### src/fes_pkg.sv
package fes_pkg;
   localparam int CAUSE_LSB = 12;
   localparam int ENABLE_LSB = 7;
   localparam int FLAG_LSB = 2;
   localparam int COND_BIT = 23;
   localparam int FLUSH_BIT = 24;
   localparam int RMODE_LSB = 0;
   localparam logic [31:0] CSR_RESET = 32'h0000_0000;
   localparam logic [31:0] CSR_WRITABLE = 32'h0183_ffff;
   // Cause bit order, low to high: inexact, underflow, overflow, divide, invalid, unimpl.
   localparam int EXC_UNIMPL = 5;
   localparam logic [1:0] RND_NEAREST_EVEN = 2'h0;
   localparam logic [1:0] RND_TOWARD_ZERO = 2'h1;
   localparam logic [1:0] RND_TOWARD_POS_INF = 2'h2;
   localparam logic [1:0] RND_TOWARD_NEG_INF = 2'h3;
   localparam int EXP_WIDTH = 8;
   localparam int FRAC_WIDTH = 23;
   localparam int EXP_BIAS = 127;
   localparam logic [7:0] EXP_ALL_ONES = 8'hff;
   // Format field codes of the instruction word.
   localparam logic [4:0] FMT_SINGLE = 5'h10;
   localparam logic [4:0] FMT_DOUBLE = 5'h11;
   localparam logic [4:0] FMT_WORD = 5'h14;
   localparam logic [4:0] FMT_LONG = 5'h15;
   typedef enum logic [4:0] {
      OP_NONE, OP_ARITH, OP_ABS, OP_MOVE, OP_NEG, OP_SQRT, OP_COMPARE,
      OP_CVT_SINGLE, OP_CVT_DOUBLE, OP_CVT_WORD, OP_CVT_LONG, OP_ROUND_WORD,
      OP_ROUND_LONG, OP_LOAD_WORD, OP_STORE_WORD, OP_LOAD_DWORD, OP_STORE_DWORD,
      OP_MOVE_WORD, OP_MOVE_DWORD, OP_CTRL_TO, OP_CTRL_FROM, OP_BRANCH
   } fes_op_t;
   typedef enum logic [1:0] {CLS_ZERO, CLS_NORMAL, CLS_INF, CLS_NAN} fes_class_t;
endpackage

### src/fes_if.sv
`timescale 1ns/100ps
// Decoded instruction handed from the top module to its format checker.
interface fes_if;
   import fes_pkg::*;
   fes_op_t op;
   logic [4:0] fmt;
   logic [31:0] operand;
   logic unimpl;
   logic isFpOp;
   fes_class_t opClass;
   logic sigNan;
   modport master (output op, fmt, operand, input unimpl, isFpOp, opClass, sigNan);
   modport checker_side (input op, fmt, operand, output unimpl, isFpOp, opClass, sigNan);
endinterface

### src/fes_exception_unit.sv
`timescale 1ns/100ps
module fes_exception_unit (
   // Clock and reset
   input wire logic clk,
   input wire logic rstn,
   // Instruction issue from the CPU pipeline
   input wire logic issueValid,
   input wire fes_pkg::fes_op_t issueOp,
   input wire logic [4:0] issueFmt,
   input wire logic [31:0] issueOperand,
   input wire logic [5:0] issueExc,
   input wire logic issueDenormResult,
   input wire logic issueCompareTrue,
   // Control register moves
   input wire logic ctrlWrite,
   input wire logic [31:0] ctrlWriteData,
   // Status and results
   output logic [31:0] csrReadData,
   output logic fpTrap,
   output logic resultWrite,
   output logic unimplTrap,
   output logic branchTaken,
   output logic [1:0] roundMode,
   output logic flushToZero,
   output logic operandSigNan
);
   import fes_pkg::*;
   logic rstSync1;
   logic rstnSync;
   logic [31:0] csr_reg;
   logic [5:0] causeNext;
   logic [4:0] enables;
   logic trapNow;
   logic flushed;
   fes_if decBus ();
   assign decBus.op = issueOp;
   assign decBus.fmt = issueFmt;
   assign decBus.operand = issueOperand;
   fes_format_check uCheck (
      .dec(decBus)
   );
   // Reset released through two stages so that release is clean against clk.
   always_ff @(posedge clk or negedge rstn) begin
      if (!rstn) begin
         rstSync1 <= 1'b0;
         rstnSync <= 1'b0;
      end else begin
         rstSync1 <= 1'b1;
         rstnSync <= rstSync1;
      end
   end
   assign enables = csr_reg[ENABLE_LSB +: 5];
   // A flushed denormal hides the emulation request.
   assign flushed = issueDenormResult && csr_reg[FLUSH_BIT];
   always_comb begin
      causeNext = issueExc;
      causeNext[EXC_UNIMPL] = decBus.unimpl || (issueDenormResult && !csr_reg[FLUSH_BIT]);
      if (flushed) begin
         causeNext[EXC_UNIMPL] = decBus.unimpl;
      end
   end
   // Unimplemented always traps; others trap only when enabled.
   assign trapNow = issueValid && decBus.isFpOp
      && (causeNext[EXC_UNIMPL] || |(causeNext[4:0] & enables));
   // Control/status register update.
   always_ff @(posedge clk or negedge rstnSync) begin
      if (!rstnSync) begin
         csr_reg <= CSR_RESET;
      end else if (ctrlWrite) begin
         // Explicit writes own every field, flags included.
         csr_reg <= ctrlWriteData & CSR_WRITABLE;
      end else if (issueValid && decBus.isFpOp) begin
         csr_reg[CAUSE_LSB +: 6] <= causeNext;
         if (!trapNow) begin
            // Sticky flags gather only untrapped conditions.
            csr_reg[FLAG_LSB +: 5] <= csr_reg[FLAG_LSB +: 5] | causeNext[4:0];
            if (issueOp == OP_COMPARE) begin
               csr_reg[COND_BIT] <= issueCompareTrue;
            end
         end
      end else if (issueValid && decBus.unimpl) begin
         // Doubleword transfers only report emulation; other transfers leave cause.
         csr_reg[CAUSE_LSB + EXC_UNIMPL] <= 1'b1;
      end
   end
   // Trap output: operation, doubleword transfer or control write with the unimpl cause or an enabled cause.
   always_ff @(posedge clk or negedge rstnSync) begin
      if (!rstnSync) begin
         fpTrap <= 1'b0;
         unimplTrap <= 1'b0;
      end else begin
         fpTrap <= trapNow
            || (issueValid && !decBus.isFpOp && decBus.unimpl)
            || (ctrlWrite && (ctrlWriteData[CAUSE_LSB + EXC_UNIMPL]
            || |(ctrlWriteData[CAUSE_LSB +: 5] & ctrlWriteData[ENABLE_LSB +: 5])));
         unimplTrap <= issueValid && causeNext[EXC_UNIMPL] && (decBus.isFpOp || decBus.unimpl);
      end
   end
   // Result store suppressed on a trap; default result kept otherwise.
   always_ff @(posedge clk or negedge rstnSync) begin
      if (!rstnSync) begin
         resultWrite <= 1'b0;
         branchTaken <= 1'b0;
         operandSigNan <= 1'b0;
      end else begin
         resultWrite <= issueValid && !decBus.unimpl && !trapNow
            && issueOp != OP_COMPARE && issueOp != OP_BRANCH
            && issueOp != OP_CTRL_TO && issueOp != OP_STORE_WORD;
         // Format field of a branch carries the sense: nonzero means branch on true.
         branchTaken <= issueValid && issueOp == OP_BRANCH
            && (csr_reg[COND_BIT] == (issueFmt != 5'h00));
         operandSigNan <= issueValid && decBus.sigNan;
      end
   end
   // Read port mirrors the register with no side effect.
   always_ff @(posedge clk or negedge rstnSync) begin
      if (!rstnSync) begin
         csrReadData <= CSR_RESET;
         roundMode <= RND_NEAREST_EVEN;
         flushToZero <= 1'b0;
      end else begin
         csrReadData <= csr_reg;
         roundMode <= csr_reg[RMODE_LSB +: 2];
         flushToZero <= csr_reg[FLUSH_BIT];
      end
   end
   a_flags_sticky: assert property (@(posedge clk) disable iff (!rstnSync)
      !ctrlWrite |=> (csr_reg[FLAG_LSB +: 5] & $past(csr_reg[FLAG_LSB +: 5]))
      == $past(csr_reg[FLAG_LSB +: 5])) else $error("flag cleared without write");
   a_trap_no_result: assert property (@(posedge clk) disable iff (!rstnSync)
      trapNow |=> fpTrap && !resultWrite) else $error("result stored on trap");
   a_unimpl_traps: assert property (@(posedge clk) disable iff (!rstnSync)
      issueValid && decBus.unimpl |=> fpTrap && unimplTrap) else $error("unimpl not trapped");
   a_trap_keeps_flags: assert property (@(posedge clk) disable iff (!rstnSync)
      trapNow && !ctrlWrite |=> $stable(csr_reg[FLAG_LSB +: 5])) else $error("flags moved on trap");
   a_cause_written: assert property (@(posedge clk) disable iff (!rstnSync)
      issueValid && decBus.isFpOp && !ctrlWrite |=> csr_reg[CAUSE_LSB +: 6] == $past(causeNext))
      else $error("cause not rewritten");
   a_load_no_trap: assert property (@(posedge clk) disable iff (!rstnSync)
      issueValid && issueOp == OP_LOAD_WORD && !ctrlWrite |=> !fpTrap
      && $stable(csr_reg[CAUSE_LSB +: 6])) else $error("word load touched cause");
   a_double_trap: assert property (@(posedge clk) disable iff (!rstnSync)
      issueValid && issueOp == OP_ARITH && issueFmt == FMT_DOUBLE |=> unimplTrap)
      else $error("double arithmetic accepted");
   a_cond_hold: assert property (@(posedge clk) disable iff (!rstnSync)
      !ctrlWrite && !(issueValid && issueOp == OP_COMPARE) |=> $stable(csr_reg[COND_BIT]))
      else $error("condition bit changed");
   a_round_out: assert property (@(posedge clk) disable iff (!rstnSync)
      ##1 roundMode == $past(csr_reg[1:0])) else $error("round mode mismatch");
endmodule // fes_exception_unit

### src/fes_format_check.sv
`timescale 1ns/100ps
module fes_format_check (
   // Decoded instruction
   fes_if.checker_side dec
);
   import fes_pkg::*;
   logic fmtSingle;
   logic fmtDouble;
   logic fmtLong;
   logic [7:0] expField;
   logic [22:0] fracField;
   // Format field decode.
   assign fmtSingle = (dec.fmt == FMT_SINGLE);
   assign fmtDouble = (dec.fmt == FMT_DOUBLE);
   assign fmtLong = (dec.fmt == FMT_LONG);
   assign expField = dec.operand[30:23];
   assign fracField = dec.operand[22:0];
   always_comb begin
      dec.unimpl = 1'b0;
      dec.isFpOp = 1'b0;
      case (dec.op)
         OP_ARITH, OP_ABS, OP_MOVE, OP_NEG, OP_SQRT: begin
            dec.isFpOp = 1'b1;
            dec.unimpl = !fmtSingle;
         end
         OP_COMPARE: begin
            dec.isFpOp = 1'b1;
            dec.unimpl = fmtDouble || fmtLong;
         end
         OP_CVT_SINGLE, OP_CVT_WORD, OP_ROUND_WORD: begin
            dec.isFpOp = 1'b1;
            dec.unimpl = fmtDouble || fmtLong;
         end
         OP_CVT_DOUBLE, OP_CVT_LONG, OP_ROUND_LONG: begin
            dec.isFpOp = 1'b1;
            dec.unimpl = 1'b1;
         end
         OP_LOAD_DWORD, OP_STORE_DWORD, OP_MOVE_DWORD: begin
            dec.unimpl = 1'b1;
         end
         default: begin
            dec.unimpl = 1'b0;
         end
      endcase
   end
   // Operand classification.
   always_comb begin
      if (expField == EXP_ALL_ONES) begin
         dec.opClass = (fracField == '0) ? CLS_INF : CLS_NAN;
      end else if (expField == 8'h00) begin
         dec.opClass = CLS_ZERO;
      end else begin
         dec.opClass = CLS_NORMAL;
      end
   end
   assign dec.sigNan = (dec.opClass == CLS_NAN) && fracField[22];
endmodule // fes_format_check

### config.mk
export PLATFORM = sky130hd
export DESIGN_NAME = fes_exception_unit
export DESIGN_NICKNAME = d
export VERILOG_FILES = /design/src/fes_pkg.sv /design/src/fes_if.sv /design/src/fes_exception_unit.sv /design/src/fes_format_check.sv
export SDC_FILE = /design/constraint.sdc
export NUM_CORES = 1
export LEC_CHECK = 0
export BUFFER_PORTS_ARGS = -buffer_cell sky130_fd_sc_hd__buf_4
export CORE_MARGIN = 2
export CORE_UTILIZATION = 25
export DETAILED_ROUTE_END_ITERATION = 12
export PLACE_DENSITY = 0.48
export SYNTH_ARGS = -nofsm -noshare
export SYNTH_HDL_FRONTEND = slang
export SYNTH_HIERARCHICAL = 1
export SYNTH_SLANG_ARGS = --single-unit
### constraint.sdc
create_clock -name clk -period 1.7 [get_ports clk]
set_clock_uncertainty 0.15 [all_clocks]
set_input_delay 0.085 -clock clk [delete_from_list [all_inputs] [get_ports clk]]
set_output_delay 0.085 -clock clk [all_outputs]
set_load 0.01 [all_outputs]
==> results.md <==
- CTS tree: yes
- Fin crit period: 1.67 ns
- Crit path kind: input port to flop
- Worst setup EP type: flop
- Crit-path max cell delay: roughly 0.63 ns
- Setup WS pre-CTS: -0.340 ns
- Flop pwr share: 45.4%
- Layout cells sized above 1: approximately 43%
- Routed wire length: around 5400 µm
- Total gr overflow: 0
- Cell family with most CP delay: buffers and inverters
- Internal cell power: 0.00214 W
- Setup TNS Final: 0 ns
- PD cells: 833 mW/mm²
- Clock power share: about a third
- Tot Pwr: 0.00280 W
- Routed vias/inst: 4.30
- GPL Wtd Cong: 0.707
- Avg Inst Size Synth: 11.4 µm²
- Vias in the first global route: 1760
- Final WS setup: 0.0258 ns
- DRC Markers: 0
- Largest register FFs: 20
- Max-Cap Viols: 0
- Layout overhead on the synthesized area: 63.7%
- DR vias: 1749
- Ant diodes: 0
- Final hold viol count: 0
- Pleak: 1.58 nW
- Initial antenna violation count: 0
- Gate power share: 20.8%
- Starting Density: 25.4%
- Fill cells: about 810
- Post-synthesis cell count: 181
- Largest net degree at the start of global routing: 39
- Final Cell Area: 0.00336 mm²
- Clk_lat worst skew: a little under 0.3 ns
- CTS buffer count: 5
- Ys Warns: 6
- Root Driver: clkbuf_8
- Boundary pin count: 126
- DP Area: 0.00282 mm²
- Crit-path max FO: 6
- Syn Std Cell Area: 0.00205 mm²
- Switching share of power: a little under a quarter
- Max Root-Sink Buffers: 2
- Max Transition Viols Final: 0
- Wire per inst: 13.2 µm
- Initial DRC Count: between 60 and 70
- DP Cell Count: 371
- Clock sink count: 47
- Layout Cells excl Fill: 407
- Post-layout nets: ~390
- Global Route Usage Sum: between 10% and 20%
- Outcome: completed
- Slowest cell on the critical path: dlygate4sd3_1
- WP buf/inv: 2
- Fin crit share: 98.5%
- Die Y-Extent: 94.7 µm
- Core area: between 0.008 and 0.009 mm²
- DIE WIDTH: 94.7 µm
- CP required: approximately 1.7 ns
- Maximum clock frequency: 597 MHz
- CP startpoint kind: input port
- Worst-path clk slew: about 0.09 ns
- Worst path cell trace: dlygate4sd3_1 > a222oi_1 > and4_4 > buf_6 > a21oi_2 > a21o_1
- Sw power: 0.000664 W
- VDD IR max: 0.375 mV
- H-tree depth: 2
- Die area: 0.00896 mm²
- Antenna-violating nets left: 0
- # rows: 33
- Setup Viol. Count Final: 0
- Min-Delay Path Class: input port to flop
- First-pass GRT wire length: 8380 µm
- Port Buf Inserts: 77
- DP HPWL: between 3000 and 4000 µm
- Initial DRT Pass Iterations: 4
- Critical path arrival: 1.72 ns
==> layout by cell type, fill, tap and decap left out, drive strengths merged, types with 4 or more instances in the layout <==
master       instances
buf                 95
dfrtp               47
dlygate4sd3         30
o21ai               15
nand2               13
conb                13
nor2                10
mux2                 8
a21oi                7
clkbuf               6
a31oi                6
mux2i                5
nor3b                4
==> per-layer routing <==
layer  GRT usage (%)  wire length [µm]  up-vias
met5               0                 0        -
met4            4.47                97        0
met3            2.31               390        9
met2            19.8              2520       72
met1            16.0              2360      816
li1                -                 -      852
==> power groups by stage <==
stage	clock network [W]	logic (W)	registers [W]
after CTS	0.000972	0.000568	0.00127
after global placement	0	0.000490	0.00129
after global routing	0.00102	0.000640	0.00129
after floorplan	0	0.000203	0.00132
final	0.000948	0.000583	0.00127
after detailed placement	0	0.000493	0.00130
==> final cells by class <==
| class | instances | area (µm²) | area share (%) |
|---|---|---|---|
| Multi-Input combinational cell | 120 | 858 | 25.5 |
| Clock inverter | 2 | 60.1 | 1.79 |
| Tap cell | 105 | 131 | 3.91 |
| Clock buffer | 6 | 72.6 | 2.16 |
| Sequential cell | 47 | 1180 | 35.0 |
| Inverter | 2 | 7.51 | 0.223 |
| Timing Repair Buffer | 125 | 1060 | 31.4 |
==> final timing paths <==
| path | start | to | slack, ns | cells past startpoint |
|---|---|---|---|---|
| max | issueExc[3] | fpTrap | 0.03 | 6 |
| min | ctrlWrite | csr_reg[2] | 0.05 | 3 |
| max reg2reg | csr_reg[8] | fpTrap | 0.05 | 5 |
| min reg2reg | rstnSync | csr_reg[14] | 0.11 | 1 |
| max in group asynchronous | rstnSync | operandSigNan | 0.52 | 1 |
| min in group asynchronous | rstnSync | csr_reg[14] | 0.11 | 1 |
==> through the flow <==
stage          hold slack (ns)  util [%]
2_1_floorplan           -0.361         -
3_3_place_gp            -0.280      34.9
3_5_place_dp            -0.280      34.9
4_1_cts                 0.0496      40.7
5_1_grt                 0.0659      41.6
6_report                0.0547      41.6
==> worst register-to-register path, stage by stage, from the launching register on <==
cell,delay (ns)
dfrtp_1,0.38
a222oi_1,0.37
and4_4,0.30
buf_6,0.14
a21oi_2,0.06
a21o_1,0.15
==> timing repair <==
item                       in CTS  in global routing
resized for setup              10                 14
setup endpoints to repair       2                  8
pin swaps                       6                  6
hold buffers                   30                  0
setup buffers                   0                  0
hold endpoints to repair       33                  0
Note: power is estimated with default switching activity, not from simulation.
